`src/nax_pkg.sv`:
```
// nax_pkg: opcodes, widths, cycle counts and reset values of the nibble execution core
package nax_pkg;
  typedef enum logic [5:0] {
    OP_NOP, OP_MEM_INC, OP_MEM_DEC, OP_ADD_MEM, OP_XOR_MEM, OP_AND_MEM, OP_OR_MEM,
    OP_SUB_MEM, OP_STORE_ACC, OP_LOAD_ACC_MEM, OP_MEM_RR_C, OP_MEM_RL_C,
    OP_SUB_LIT, OP_ADD_LIT, OP_XOR_LIT, OP_AND_LIT, OP_OR_LIT, OP_LOAD_LIT,
    OP_ACC_RR, OP_ACC_RL, OP_ACC_RR_C, OP_ACC_RL_C, OP_CARRY_CLR, OP_CARRY_SET,
    OP_ACC_INC, OP_ACC_DEC, OP_SKIP_GT, OP_SKIP_LT, OP_SKIP_NE, OP_SKIP_C0,
    OP_SKIP_C1, OP_SKIP_Z0, OP_SKIP_Z1, OP_SKIP_BIT0, OP_TABLE_FETCH,
    OP_TABLE_FETCH_ADV, OP_JUMP, OP_CALL, OP_TIMER_RELOAD
  } nax_op_t;
  localparam int          NAX_ADDR_W      = 9;
  localparam int          NAX_PC_W        = 13;
  localparam int          NAX_ROM_W       = 10;
  localparam int          NAX_TMR_W       = 12;
  localparam logic [8:0]  NAX_SHORT_LIMIT = 9'h03F;  // last one-word operand address
  localparam logic [1:0]  NAX_CYC_ONE     = 2'h1;
  localparam logic [1:0]  NAX_CYC_TWO     = 2'h2;
  localparam logic [1:0]  NAX_CYC_THREE   = 2'h3;
  localparam logic [12:0] NAX_CALL_STEP   = 13'h0002;
  localparam logic [3:0]  NAX_ACC_RESET   = 4'h0;
  localparam logic        NAX_FLAG_RESET  = 1'b0;
endpackage

```
`src/nax_rot.sv`:
```
// nax_rot: one-position rotate of a nibble, optionally through the carry bit
`timescale 1ns/10ps
module nax_rot (
  input  wire logic       left,
  input  wire logic       thruCarry,
  input  wire logic [3:0] dIn,
  input  wire logic       cIn,
  output logic      [3:0] dOut,
  output logic            cOut
);
  wire [3:0] rrPlain = {dIn[0], dIn[3:1]};
  wire [3:0] rlPlain = {dIn[2:0], dIn[3]};
  wire [3:0] rrCarry = {cIn, dIn[3:1]};
  wire [3:0] rlCarry = {dIn[2:0], cIn};
  // plain rotate keeps carry, through-carry rotate moves the end bit into it
  assign dOut = thruCarry ? (left ? rlCarry : rrCarry) : (left ? rlPlain : rrPlain);
  assign cOut = thruCarry ? (left ? dIn[3] : dIn[0]) : cIn;
endmodule

```
`src/nax_exec.sv`:
```
// nax_exec: execution datapath of the nibble core (alu, flags, skips, table read)
// Operation
// - memory operands below 0x40 take one word and cycle, from 0x40 up take two
// - add-memory adds acc, memory and carry; carry-out to carry, zero updated
// - borrow is inverse carry; sub-memory sets carry when no borrow
// - sub-literal subtracts literal and borrow, one cycle, same convention
// - add-literal adds literal and carry, one cycle, carry and zero updated
// - memory xor/and/or into acc affect only zero
// - literal xor/and/or into acc in one cycle affect only zero
// - store acc copies acc to memory, flags unchanged
// - load acc from memory updates zero, carry unchanged
// - load literal into acc in one cycle, no flag change
// - memory rotates move carry and nibble chain, write back, update zero
// - plain acc rotates wrap end bits, no flags touched
// - acc rotates through carry move five-bit chain, update carry and zero
// - carry clear and carry set instructions touch only carry
// - acc increment/decrement modulo 16 update carry and zero
// - memory increment/decrement modulo 16; decrement of zero clears carry
// - one-word skips on compare, carry, zero or acc bit; one cycle
// - jump and call two words two cycles; call saves pc plus two
// - table read takes three cycles into top, mid and acc; advance bumps pointer
// - timer reload copies initial latch into counter in one cycle
`timescale 1ns/10ps
module nax_exec
  import nax_pkg::*;
(
  input  wire logic                  sys_clk,
  input  wire logic                  rst_b,
  input  wire logic                  issue,          // one-cycle start of an instruction
  input  wire nax_pkg::nax_op_t      opcode,
  input  wire logic [3:0]            literal,        // literal or bit index in [1:0]
  input  wire logic [8:0]            memAddr,
  input  wire logic [3:0]            memRdData,      // addressed nibble, valid with issue
  input  wire logic [12:0]           target,         // jump or call address
  input  wire logic [12:0]           pcNow,          // address of the issued instruction
  input  wire logic [9:0]            romData,        // table word, valid during table read
  input  wire logic [11:0]           timerLatch,
  output logic                       busy,           // instruction still in progress
  output logic                       done,           // pulses the cycle after the instruction's last cycle
  output logic [1:0]                 wordCount,      // words used by the instruction
  output logic                       skipNext,       // discard the next instruction
  output logic                       pcLoad,
  output logic [12:0]                pcNew,
  output logic                       memWr,
  output logic [8:0]                 memWrAddr,
  output logic [3:0]                 memWrData,
  output logic [3:0]                 acc,
  output logic                       carry,
  output logic                       zero,
  output logic [12:0]                multiPointer,
  output logic [12:0]                tablePointer,
  output logic [12:0]                romAddr,
  output logic [3:0]                 tableMidNibble,
  output logic [1:0]                 tableTopBits,
  output logic                       timerLoad,
  output logic [11:0]                timerValue
);
  import nax_pkg::*;

  // ------------------------------------------------------------------
  // operand decode
  // ------------------------------------------------------------------
  wire        isMemOp   = (opcode inside {OP_MEM_INC, OP_MEM_DEC, OP_ADD_MEM, OP_XOR_MEM,
                          OP_AND_MEM, OP_OR_MEM, OP_SUB_MEM, OP_STORE_ACC,
                          OP_LOAD_ACC_MEM, OP_MEM_RR_C, OP_MEM_RL_C});
  wire        longAddr  = (memAddr > NAX_SHORT_LIMIT);
  wire        isTable   = (opcode == OP_TABLE_FETCH) || (opcode == OP_TABLE_FETCH_ADV);
  wire        isFar     = (opcode == OP_JUMP) || (opcode == OP_CALL);
  wire        isSkip    = (opcode inside {OP_SKIP_GT, OP_SKIP_LT, OP_SKIP_NE, OP_SKIP_C0,
                          OP_SKIP_C1, OP_SKIP_Z0, OP_SKIP_Z1, OP_SKIP_BIT0});
  // high addresses need an extra operand word, hence the extra cycle
  wire [1:0]  opCycles  = isTable ? NAX_CYC_THREE :
                          (isFar || (isMemOp && longAddr)) ? NAX_CYC_TWO :
                          NAX_CYC_ONE;
  wire [1:0]  opWords   = ((isMemOp && longAddr) || isFar) ? NAX_CYC_TWO : NAX_CYC_ONE;

  // ------------------------------------------------------------------
  // arithmetic: 5-bit sums carry the carry-out in bit 4
  // ------------------------------------------------------------------
  wire        borrowIn  = ~carry;
  wire [4:0]  sumMem    = {1'b0, acc} + {1'b0, memRdData} + {4'h0, carry};
  wire [4:0]  sumLit    = {1'b0, acc} + {1'b0, literal} + {4'h0, carry};
  wire [4:0]  difMem    = {1'b0, acc} - {1'b0, memRdData} - {4'h0, borrowIn};
  wire [4:0]  difLit    = {1'b0, acc} - {1'b0, literal} - {4'h0, borrowIn};
  wire [4:0]  accInc    = {1'b0, acc} + 5'h01;
  wire [4:0]  accDec    = {1'b0, acc} - 5'h01;
  wire [4:0]  memInc    = {1'b0, memRdData} + 5'h01;
  wire [4:0]  memDec    = {1'b0, memRdData} - 5'h01;

  // ------------------------------------------------------------------
  // rotates: one shared rotator, fed by acc or by memory
  // ------------------------------------------------------------------
  wire        rotMem    = (opcode == OP_MEM_RR_C) || (opcode == OP_MEM_RL_C);
  wire        rotLeft   = (opcode inside {OP_MEM_RL_C, OP_ACC_RL, OP_ACC_RL_C});
  wire        rotThru   = (opcode inside {OP_MEM_RR_C, OP_MEM_RL_C, OP_ACC_RR_C,
                          OP_ACC_RL_C});
  wire [3:0]  rotOut;
  wire        rotCarry;

  nax_rot u_rot (
    .left      (rotLeft),
    .thruCarry (rotThru),
    .dIn       (rotMem ? memRdData : acc),
    .cIn       (carry),
    .dOut      (rotOut),
    .cOut      (rotCarry)
  );

  // ------------------------------------------------------------------
  // result select: next acc, carry, memory and zero-update enable
  // ------------------------------------------------------------------
  logic [3:0] next_acc;
  logic       next_carry;
  logic       zUpd;
  logic       mWr;
  logic [3:0] mData;

  always_comb begin
    next_acc   = acc;
    next_carry = carry;
    zUpd       = 1'b0;
    mWr        = 1'b0;
    mData      = acc;
    unique case (opcode)
      OP_MEM_INC: begin
        mWr        = 1'b1;
        mData      = memInc[3:0];
        next_carry = memInc[4];
        zUpd       = 1'b1;
      end
      OP_MEM_DEC: begin
        mWr        = 1'b1;
        mData      = memDec[3:0];
        next_carry = ~memDec[4];                         // wrap below zero is a borrow
        zUpd       = 1'b1;
      end
      OP_ADD_MEM: begin
        next_acc   = sumMem[3:0];
        next_carry = sumMem[4];
        zUpd       = 1'b1;
      end
      OP_SUB_MEM: begin
        next_acc   = difMem[3:0];
        next_carry = ~difMem[4];
        zUpd       = 1'b1;
      end
      OP_XOR_MEM: begin
        next_acc   = acc ^ memRdData;
        zUpd       = 1'b1;
      end
      OP_AND_MEM: begin
        next_acc   = acc & memRdData;
        zUpd       = 1'b1;
      end
      OP_OR_MEM: begin
        next_acc   = acc | memRdData;
        zUpd       = 1'b1;
      end
      OP_STORE_ACC: begin
        mWr        = 1'b1;
        mData      = acc;
      end
      OP_LOAD_ACC_MEM: begin
        next_acc   = memRdData;
        zUpd       = 1'b1;
      end
      OP_MEM_RR_C,
      OP_MEM_RL_C: begin
        mWr        = 1'b1;
        mData      = rotOut;
        next_carry = rotCarry;
        zUpd       = 1'b1;
      end
      OP_SUB_LIT: begin
        next_acc   = difLit[3:0];
        next_carry = ~difLit[4];
        zUpd       = 1'b1;
      end
      OP_ADD_LIT: begin
        next_acc   = sumLit[3:0];
        next_carry = sumLit[4];
        zUpd       = 1'b1;
      end
      OP_XOR_LIT: begin
        next_acc   = acc ^ literal;
        zUpd       = 1'b1;
      end
      OP_AND_LIT: begin
        next_acc   = acc & literal;
        zUpd       = 1'b1;
      end
      OP_OR_LIT: begin
        next_acc   = acc | literal;
        zUpd       = 1'b1;
      end
      OP_LOAD_LIT:     next_acc = literal;
      OP_ACC_RR,
      OP_ACC_RL:       next_acc = rotOut;
      OP_ACC_RR_C,
      OP_ACC_RL_C: begin
        next_acc   = rotOut;
        next_carry = rotCarry;
        zUpd       = 1'b1;
      end
      OP_CARRY_CLR:    next_carry = 1'b0;
      OP_CARRY_SET:    next_carry = 1'b1;
      OP_ACC_INC: begin
        next_acc   = accInc[3:0];
        next_carry = accInc[4];
        zUpd       = 1'b1;
      end
      OP_ACC_DEC: begin
        next_acc   = accDec[3:0];
        next_carry = ~accDec[4];
        zUpd       = 1'b1;
      end
      default:         next_acc = acc;
    endcase
  end

  // zero follows whichever nibble the instruction produced
  wire [3:0]  zSrc      = mWr ? mData : next_acc;
  wire        next_zero = zUpd ? (zSrc == 4'h0) : zero;

  // ------------------------------------------------------------------
  // skip condition
  // ------------------------------------------------------------------
  logic skipCond;
  always_comb begin
    skipCond = 1'b0;
    unique case (opcode)
      OP_SKIP_GT:   skipCond = (acc > literal);
      OP_SKIP_LT:   skipCond = (acc < literal);
      OP_SKIP_NE:   skipCond = (acc != literal);
      OP_SKIP_C0:   skipCond = ~carry;
      OP_SKIP_C1:   skipCond = carry;
      OP_SKIP_Z0:   skipCond = ~zero;
      OP_SKIP_Z1:   skipCond = zero;
      OP_SKIP_BIT0: skipCond = ~acc[literal[1:0]];
      default:      skipCond = 1'b0;
    endcase
  end

  // ------------------------------------------------------------------
  // sequencing: cycles left of the current multi-cycle instruction
  // ------------------------------------------------------------------
  logic [1:0] cycLeft;
  nax_op_t    heldOp;
  wire        start     = issue && !busy;
  wire        lastCyc   = busy && (cycLeft == NAX_CYC_ONE);
  wire        finish    = start ? (opCycles == NAX_CYC_ONE) : lastCyc;
  // alu results commit on the issue cycle, the same cycle the operands are sampled
  wire        commitAlu = start && !isTable && !isFar && !isSkip;
  wire        tblDone   = lastCyc && (heldOp inside {OP_TABLE_FETCH, OP_TABLE_FETCH_ADV});

  always_ff @(posedge sys_clk or negedge rst_b) begin
    if (!rst_b) begin
      cycLeft <= 2'h0;
      heldOp  <= OP_NOP;
      busy    <= 1'b0;
      done    <= 1'b0;
    end else begin
      done <= finish;
      if (start && opCycles != NAX_CYC_ONE) begin
        cycLeft <= opCycles - NAX_CYC_ONE;
        heldOp  <= opcode;
        busy    <= 1'b1;
      end else if (busy) begin
        cycLeft <= cycLeft - NAX_CYC_ONE;
        busy    <= !lastCyc;
      end
    end
  end

  // ------------------------------------------------------------------
  // acc and flags; acc also loaded by the table read
  // ------------------------------------------------------------------
  always_ff @(posedge sys_clk or negedge rst_b) begin
    if (!rst_b) begin
      acc   <= NAX_ACC_RESET;
      carry <= NAX_FLAG_RESET;
      zero  <= NAX_FLAG_RESET;
    end else if (tblDone) begin
      acc <= romData[3:0];
    end else if (commitAlu) begin
      acc   <= next_acc;
      carry <= next_carry;
      zero  <= next_zero;
    end
  end

  // memory write port, one-cycle pulse
  always_ff @(posedge sys_clk or negedge rst_b) begin
    if (!rst_b) begin
      memWr     <= 1'b0;
      memWrAddr <= 9'h000;
      memWrData <= 4'h0;
    end else begin
      memWr <= commitAlu && mWr;
      if (commitAlu && mWr) begin
        memWrAddr <= memAddr;
        memWrData <= mData;
      end
    end
  end

  // ------------------------------------------------------------------
  // control flow: skip, jump, call
  // ------------------------------------------------------------------
  always_ff @(posedge sys_clk or negedge rst_b) begin
    if (!rst_b) begin
      skipNext     <= 1'b0;
      pcLoad       <= 1'b0;
      pcNew        <= 13'h0000;
      multiPointer <= 13'h0000;
      wordCount    <= 2'h0;
    end else begin
      skipNext <= start && isSkip && skipCond;
      pcLoad   <= start && isFar;
      if (start) begin
        wordCount <= opWords;
      end
      if (start && isFar) begin
        pcNew <= target;
      end
      if (start && opcode == OP_CALL) begin
        multiPointer <= pcNow + NAX_CALL_STEP;
      end
    end
  end

  // ------------------------------------------------------------------
  // table read and timer reload
  // ------------------------------------------------------------------
  always_ff @(posedge sys_clk or negedge rst_b) begin
    if (!rst_b) begin
      tablePointer   <= 13'h0000;
      romAddr        <= 13'h0000;
      tableMidNibble <= 4'h0;
      tableTopBits   <= 2'h0;
    end else begin
      romAddr <= tablePointer;
      if (tblDone) begin
        tableMidNibble <= romData[7:4];
        tableTopBits   <= romData[9:8];
        if (heldOp == OP_TABLE_FETCH_ADV) begin
          tablePointer <= tablePointer + 13'h0001;
        end
      end
    end
  end

  always_ff @(posedge sys_clk or negedge rst_b) begin
    if (!rst_b) begin
      timerLoad  <= 1'b0;
      timerValue <= 12'h000;
    end else begin
      timerLoad <= start && (opcode == OP_TIMER_RELOAD);
      if (start && opcode == OP_TIMER_RELOAD) begin
        timerValue <= timerLatch;
      end
    end
  end
endmodule

```
`config.mk`:
```
export PLATFORM = sky130hd
export DESIGN_NAME = nax_exec
export DESIGN_NICKNAME = d
export VERILOG_FILES = /design/src/nax_pkg.sv /design/src/nax_rot.sv /design/src/nax_exec.sv
export SDC_FILE = /design/constraint.sdc
export NUM_CORES = 1
export LEC_CHECK = 0
export BUFFER_PORTS_ARGS = -buffer_cell sky130_fd_sc_hd__buf_4
export CELL_PAD_IN_SITES_DETAIL_PLACEMENT = 2
export CELL_PAD_IN_SITES_GLOBAL_PLACEMENT = 2
export CORE_MARGIN = 1
export CORE_UTILIZATION = 30
export CTS_BUF_LIST = sky130_fd_sc_hd__clkbuf_4
export CTS_CLUSTER_DIAMETER = 150
export DETAILED_ROUTE_END_ITERATION = 8
export PLACE_DENSITY = 0.85
export SLEW_MARGIN = 20
export SYNTH_ARGS = -nofsm -noshare
export SYNTH_HDL_FRONTEND = slang
export SYNTH_SLANG_ARGS = --single-unit
```
`constraint.sdc`:
```
create_clock -name sys_clk -period 6.8 [get_ports sys_clk]
set_clock_uncertainty 0.05 [all_clocks]
set_input_delay 1.02 -clock sys_clk [delete_from_list [all_inputs] [get_ports sys_clk]]
set_output_delay 1.02 -clock sys_clk [all_outputs]
set_load 0.01 [all_outputs]
```
==> results.json, run 1 <==
{
  "status": "finished, final reports clean",
  "ys_ff_latch": 105,
  "drv_slew": 0,
  "globalplace.congestion": 0.8748,
  "criticalPathCategory": "register to register",
  "sequentialPowerShare_pct": 38.8,
  "reg2reg_from": "acc[0]",
  "cts_num_sinks": 105,
  "final-hold-violation-count": 0,
  "ant_nets": 0,
  "avgSynthCellArea_um2": 9.555,
  "clkTransAtPathRegs_ns": 0.17,
  "row_count": 54,
  "hold_path_class": "register to register",
  "cts_buffer_depth": 2,
  "dieArea_mm2": 0.02270,
  "rsz0062_at_grt": "false",
  "cts_made_buffers": 9,
  "hp-start": "tablePointer[12]",
  "post-route-period-util_pct": 53.12,
  "synthArstFlopShare_pct": 100.0,
  "start_kind": "register",
  "use_met2_pct": 35.97,
  "fin_tns_setup_ns": 0,
  "drive_gt1_share_pct": 28.98,
  "synth_ff_type": "dfrtp_1",
  "ff2ff_setup_slack_ns": 3.19,
  "wl_um": 23660,
  "synthDistinctLibCells": 77,
  "io_pins": 171,
  "core_mm2": 0.02176,
  "gr-usage-all-layers_pct": 21.21,
  "crit_required_ns": 7.19,
  "max_clock_freq_mhz": 276.8,
  "num-nets-final": 948,
  "gr-max-usage-layer": "met2",
  "drtIter0Drc": 271,
  "register_area_mm2": 0.002628,
  "leakage_uw": 0.003932,
  "grt.overflow.total": 0,
  "grt_util_met1_pct": 26.70,
  "met3_usage_pct": 4.333,
  "grt_max_degree": 64,
  "dp_hpwl_um": 18060,
  "finalSetupViolations": 0,
  "post_cts_buffers": 0,
  "initial_core_util_pct": 30.48,
  "synthTopCellsByArea": "dfrtp_1, mux2_2, ha_1, nand2_1, xnor2_1",
  "share_comb_of_total_power_pct": 45.6,
  "maxSlewHeadroom_pct": 46.43,
  "multi_input_area_mm2": 0.003647,
  "critPathMaxFanout": 10,
  "h-tree-depth": 3,
  "min_to": "romAddr[12]",
  "yosys.area.top_type": "dfrtp_1",
  "port-buffer-count": 170,
  "vias": 6067,
  "switchingPower_uw": 912.3,
  "grt_pass1_wl_um": 36830,
  "viasPerCell": 5.407,
  "post_drt_wl_per_cell_um": 21.09,
  "power_uw": 2276,
  "clockPowerShare_pct": 15.6,
  "hold-path-cell-count": 0,
  "cap_violations": 0,
  "fin_util_pct": 37.85,
  "grt_pass1_vias": 6529,
  "ctsResizeCount": 0,
  "switching_share_pct": 40.09,
  "internal-power_uw": 1363,
  "synth_top_area_share_pct": 39.62,
  "min_period_ns": 3.612,
  "cts_tree": "done",
  "end_kind": "register",
  "diodes": 0,
  "ir_worst_vdd_uv": 122.1,
  "die_h_um": 150.7,
  "syn2layout_area_growth_pct": 24.17,
  "seq_area_frac_synth_pct": 39.62,
  "synth_edf_count": 0,
  "syn_area_mm2": 0.006631,
  "p_per_area_mw_per_mm2": 276.4,
  "synthesis.nets": 805,
  "antenna_found_initial": 0,
  "nFillCells": 2417,
  "first_pass_iters": 4,
  "die_w_um": 150.7,
  "postCtsHoldBufs": 0,
  "r2r_cells": 10,
  "drcViolationCount": 0,
  "cp.arrival_ns": 4.00,
  "clk_latency_ns": 0.49,
  "yosys_warnings": 0,
  "worstReg2RegEnd": "zero",
  "syn_inst": 694,
  "root_buffer": "clkbuf_4",
  "worstMarginPinSlew_ns": 0.8035
}
[area by class of cell]
class / count / share of cell area, %
Timing Repair Buffer: 176 / 16.05
Tap cell: 280 / 4.255
Sequential cell: 105 / 31.91
Multi-Input combinational cell: 510 / 44.29
Inverter: 35 / 1.596
Clock buffer: 9 / 0.8205
Clock inverter: 7 / 1.079
[routing by layer]
metal / wire [um] / up-vias / part of all wire (%)
met2: 11810 / 166 / 50
met5: 0 / - / 0
met1: 10050 / 3089 / 42
met4: 703 / 0 / 3.0
met3: 1096 / 43 / 4.6
li1: - / 2769 / -
[cell usage in the layout (no fill, tap or decap), drive strengths merged, types with 8 or more instances in the layout]
cell type  count
a21oi         36
and3           9
buf          176
clkbuf         9
dfrtp        105
fa             8
ha            29
inv           38
mux2          38
nand2         84
nand2b        10
nand3         30
nand4         14
nor2          35
nor2b          9
nor3          14
o211ai        10
o21ai         33
xnor2         21
xor2          13
[cell families (layout without fill, tap and decap cells)]
logic type                 count (synthesis)  count (layout)  share of synthesized area [%]
muxes                                     43              43                          7.396
DFF                                      105             105                          39.62
adders and majority gates                 37              37                          7.887
buffers and inverters                     79             227                          5.472
AOI/OAI and AO/OA                        152             152                          15.66
and+or+nand+nor                          244             244                          19.47
xor gates and xnor gates                  34              34                          4.491
[worst max-delay path, stage by stage (launching register included)]
cell and delay, ns:
dfrtp_1 0.61, inv_1 0.37, fa_1 0.50, inv_1 0.11
fa_1 0.42, inv_1 0.07, o221ai_1 0.13, or4_1 0.51
a2111o_1 0.35, nor4b_2 0.28, a31o_1 0.18
[power groups by stage]
stage / clock, uW / combinational (uW) / sequential, uW
after floorplan: 0 / 531 / 928
after global placement: 0 / 1000 / 883
after detailed placement: 0 / 1040 / 895
after CTS: 371 / 1050 / 884
after global routing: 388 / 1140 / 904
final: 355 / 1040 / 883
[flip-flops by register name, summed over array words and instances, names as in the netlist]
| signal | count |
|---|---|
| multiPointer | 13 |
| pcNew | 13 |
| romAddr | 13 |
| tablePointer | 13 |
| timerValue | 12 |
| memWrAddr | 9 |
| heldOp | 6 |
| acc | 4 |
| memWrData | 4 |
| tableMidNibble | 4 |
| cycLeft | 2 |
| tableTopBits | 2 |
| wordCount | 2 |
| busy | 1 |
| carry | 1 |
| done | 1 |
| memWr | 1 |
| pcLoad | 1 |
| skipNext | 1 |
| timerLoad | 1 |
| zero | 1 |
[Yosys cell counts (5+ instances only)]
library cell / n
a21o_1: 6
a21oi_1: 36
a22oi_1: 5
a31oi_1: 7
and3_1: 9
buf_2: 14
buf_6: 5
clkbuf_1: 21
dfrtp_1: 105
fa_1: 8
ha_1: 29
inv_1: 35
mux2_2: 37
nand2_1: 84
nand2b_1: 10
nand3_1: 30
nand4_1: 14
nor2_1: 33
nor2b_1: 9
nor3_1: 14
nor4_1: 5
o211ai_1: 10
o21ai_0: 27
o21ai_1: 5
o221ai_1: 5
o31ai_1: 5
xnor2_1: 21
xor2_1: 13
[stage by stage]
stage / worst slack [ns] / hold slack (ns) / cells / area (um^2)
after floorplan: 3.400 / 0.4023 / 694 / 6631
after global placement: 3.049 / 0.3779 / 1106 / 8078
after detailed placement: 2.955 / 0.3776 / 1106 / 8078
after CTS: 3.217 / 0.4214 / 1122 / 8234
after global routing: 2.946 / 0.4370 / 1122 / 8234
final: 3.188 / 0.4121 / 1122 / 8234
[worst max path at each step]
| stage | startpoint | end | slack [ns] | cells after the start |
|---|---|---|---|---|
| after floorplan | memRdData[0] | zero | 3.40 | 8 |
| after global placement | memRdData[0] | zero | 3.05 | 9 |
| after detailed placement | memRdData[0] | zero | 2.95 | 9 |
| after CTS | acc[0] | zero | 3.22 | 10 |
| after global routing | acc[0] | zero | 2.95 | 10 |
| final | acc[0] | zero | 3.19 | 10 |
(Power assumes the default switching activity.)
==> inputs of run 2 (changes only) <==
ABC_AREA = 1   (was default)
CORE_UTILIZATION = 28   (was 30)
PLACE_DENSITY = 0.9   (was 0.85)
clock period = 3.2 ns   (was 6.8 ns; I/O delays follow)
==> run 2 against run 1 <==
- combinational power rose by 140%
- non-clock buffer count rose by 13
- critical path depth increased by 1
- global-route usage rose by 3.4 points
- core utilization down 0.69 points
- sequential share of layout area decreased by 1.1 points
- synthesized area about the same
- fmax grew 21%
- sequential power increased by 110%
- clock power grew 100%
- critical endpoint is now carry
- highest routed layer unchanged
==> results.json, run 2 <==
{
  "synthXorXnorAreaFrac_pct": 3.038,
  "final_common_cell": "nand2_1",
  "synth_compound_gate_area_share_pct": 6.473,
  "start_kind": "register",
  "grt_max_degree": 51,
  "r2r_cells": 11,
  "switchingPower_uw": 2253,
  "num-nets-final": 1183,
  "cap_violations": 0,
  "yosys-top-cells-count": "nand2_1, dfrtp_1, nor2_1",
  "root_buffer": "clkbuf_4",
  "antenna_found_initial": 1,
  "synth_ff_type": "dfrtp_1",
  "sequentialPowerShare_pct": 37.0,
  "syn_area_mm2": 0.006630,
  "ys_ff_latch": 105,
  "wl_um": 29460,
  "first_pass_iters": 5,
  "drcViolationCount": 0,
  "cts_num_sinks": 105,
  "critPathMaxFanout": 6,
  "internal-power_uw": 2803,
  "port-buffer-count": 170,
  "seq_area_frac_synth_pct": 39.63,
  "leakage_uw": 0.004609,
  "synth_simple_gate_area_share_pct": 34.23,
  "drive_gt1_share_pct": 23.49,
  "grt_pass1_wl_um": 45200,
  "worstPathBufferInverterCount": 3,
  "synthAdderAreaFrac_pct": 7.888,
  "criticalPathCategory": "register to register",
  "synthDistinctLibCells": 40,
  "share_comb_of_total_power_pct": 49.0,
  "rsz0062_at_grt": "false",
  "initial_core_util_pct": 28.93,
  "crit_required_ns": 3.54,
  "clk_latency_ns": 0.51,
  "cp_top_family": "flip-flops",
  "final_cell_mix": "nand2_1, buf_4, dfrtp_1, nor2_1, nand3_1",
  "grt_pass1_vias": 7888,
  "grt.overflow.total": 0,
  "ir_worst_vdd_uv": 468.9,
  "synthTopCellsByArea": "dfrtp_1, nand2_1, nand3_1, nor2_1, ha_1",
  "synth_edf_count": 0,
  "synth_top_area_share_pct": 39.63,
  "maxSlewHeadroom_pct": 54.73,
  "hold_path_class": "input pin to register",
  "yosys_warnings": 0,
  "max_clock_freq_mhz": 334.0,
  "die_h_um": 155.9,
  "clockPowerShare_pct": 14.0,
  "fin_util_pct": 37.16,
  "vias": 7070,
  "cts_made_buffers": 9,
  "worstMarginPinSlew_ns": 0.6783,
  "gr-usage-all-layers_pct": 24.57,
  "switching_share_pct": 44.56,
  "drtIter0Drc": 313,
  "cp_num_cells": 11,
  "cp_cell_sequence": "clkinv_1 -> ha_1 -> inv_1 -> ha_1 -> a21oi_1 -> inv_1 -> or2_2 -> a31oi_1 -> nand3_1 -> nor3_1 -> a21oi_1",
  "cp.arrival_ns": 3.34,
  "synth_most_common_cell": "nand2_1",
  "post_drt_wl_per_cell_um": 21.18,
  "die_w_um": 155.9,
  "dp_hpwl_um": 23300,
  "min_period_ns": 2.994,
  "hold-path-cell-count": 3,
  "status": "finished, final reports clean",
  "end_kind": "register",
  "syn_inst": 887,
  "dieArea_mm2": 0.02430,
  "drv_slew": 0,
  "synthesis.nets": 998,
  "finalSetupViolations": 0,
  "cts_buffer_depth": 2,
  "cts_tree": "done",
  "synthArstFlopShare_pct": 100.0,
  "slowest_stage": "dfrtp_1",
  "avgSynthCellArea_um2": 7.475,
  "core_mm2": 0.02292,
  "muxShareOfSynthArea_pct": 2.378,
  "h-tree-depth": 3,
  "post-route-period-util_pct": 93.55,
  "syn2layout_area_growth_pct": 28.44,
  "synth_top_family_by_area": "simple AND/OR/NAND/NOR gates",
  "io_pins": 171,
  "yosys.area.top_type": "dfrtp_1",
  "fin_tns_setup_ns": 0,
  "ant_nets": 0,
  "row_count": 55,
  "globalplace.congestion": 0.8937,
  "slowest_delay_ns": 0.61,
  "viasPerCell": 5.083,
  "final-hold-violation-count": 0,
  "clkTransAtPathRegs_ns": 0.20,
  "p_per_area_mw_per_mm2": 593.8
}
-- run 2: cell types whose count changed in the layout (fill, tap and decap cells not counted), sizes merged, moves of 6 or more --
cell / delta
nand2: +219
nor2: +75
nand3: +55
inv: +47
mux2: -24
a21oi: -19
xnor2: -14
buf: +12
nand2b: -10
and3: -9
nor2b: -9
a21o: -6
o211ai: -6
-- run 2: timing repair --
| action | in CTS | in global routing |
|---|---|---|
| hold buffers | 1 | 0 |
| gates resized for setup | 0 | 2 |
| buffers inserted | 0 | 0 |
| endpoints found under the hold margin | 48 | 0 |
| setup endpoints to repair | 0 | 2 |
-- run 2: layer usage --
layer | up-vias | GRT usage (%) | share of wire [%] | wire, um
met1 | 3559 | 28.62 | 40 | 11860
met4 | 0 | 8.310 | 2.5 | 742
met2 | 241 | 44.60 | 52 | 15200
li1 | 3216 | - | - | -
met3 | 54 | 4.889 | 5.6 | 1658
met5 | - | 0 | 0 | 0
-- run 2: stage by stage --
stage,hold WS [ns],instance area (um^2),worst slack (ns),total power (uW),instances
5_1_grt,0.07669,8516,0.05691,5406,1391
3_3_place_gp,0.3576,8361,0.3391,4144,1373
3_5_place_dp,0.3999,8361,0.1733,4359,1373
2_1_floorplan,0.1344,6630,0.4124,3121,887
6_report,0.09785,8516,0.2064,5056,1391
4_1_cts,0.07031,8506,0.1453,5090,1390
-- run 2: layout make-up --
type / count / area [um^2]
clock buffer: 10 / 75.07
timing repair buffer: 189 / 1434
tap: 313 / 391.6
sequential: 105 / 2628
antenna: 1 / 2.502
fill: 2698 / 14400
multi-input combinational: 679 / 3587
clock inverter: 6 / 60.06
inverter: 88 / 337.8
-- run 2: worst paths after layout --
path                                     end  slack, ns              from
hold reg to reg                  romAddr[12]       0.43  tablePointer[12]
min in group asynchronous           pcNew[0]       0.49             rst_b
hold / removal                  memWrAddr[0]        0.1        memAddr[0]
setup / recovery                       carry       0.21            acc[2]
setup reg to reg                       carry       0.21            acc[2]
max in group asynchronous  tableMidNibble[0]       1.86             rst_b
-- run 2: cells by family after synthesis --
group                      count (synthesis)
AOI/OAI and AO/OA                         73
xor gates and xnor gates                  23
adders and majority gates                 37
buffers and inverters                    103
DFF                                      105
muxes                                     14
and+or+nand+nor                          532
-- run 2: tightest hold or removal path, delay by kind of cell --
family                 cells  cell delay (ns)
and+or+nand+nor            2             0.09
buffers and inverters      1             0.08
-- run 2: power groups by stage --
stage / Combinational (uW) / Sequential [uW] / Clock (uW)
2_1_floorplan: 1170 / 1950 / 0
3_3_place_gp: 2290 / 1860 / 0
3_5_place_dp: 2470 / 1890 / 0
4_1_cts: 2490 / 1870 / 737
5_1_grt: 2720 / 1910 / 779
6_report: 2480 / 1870 / 709
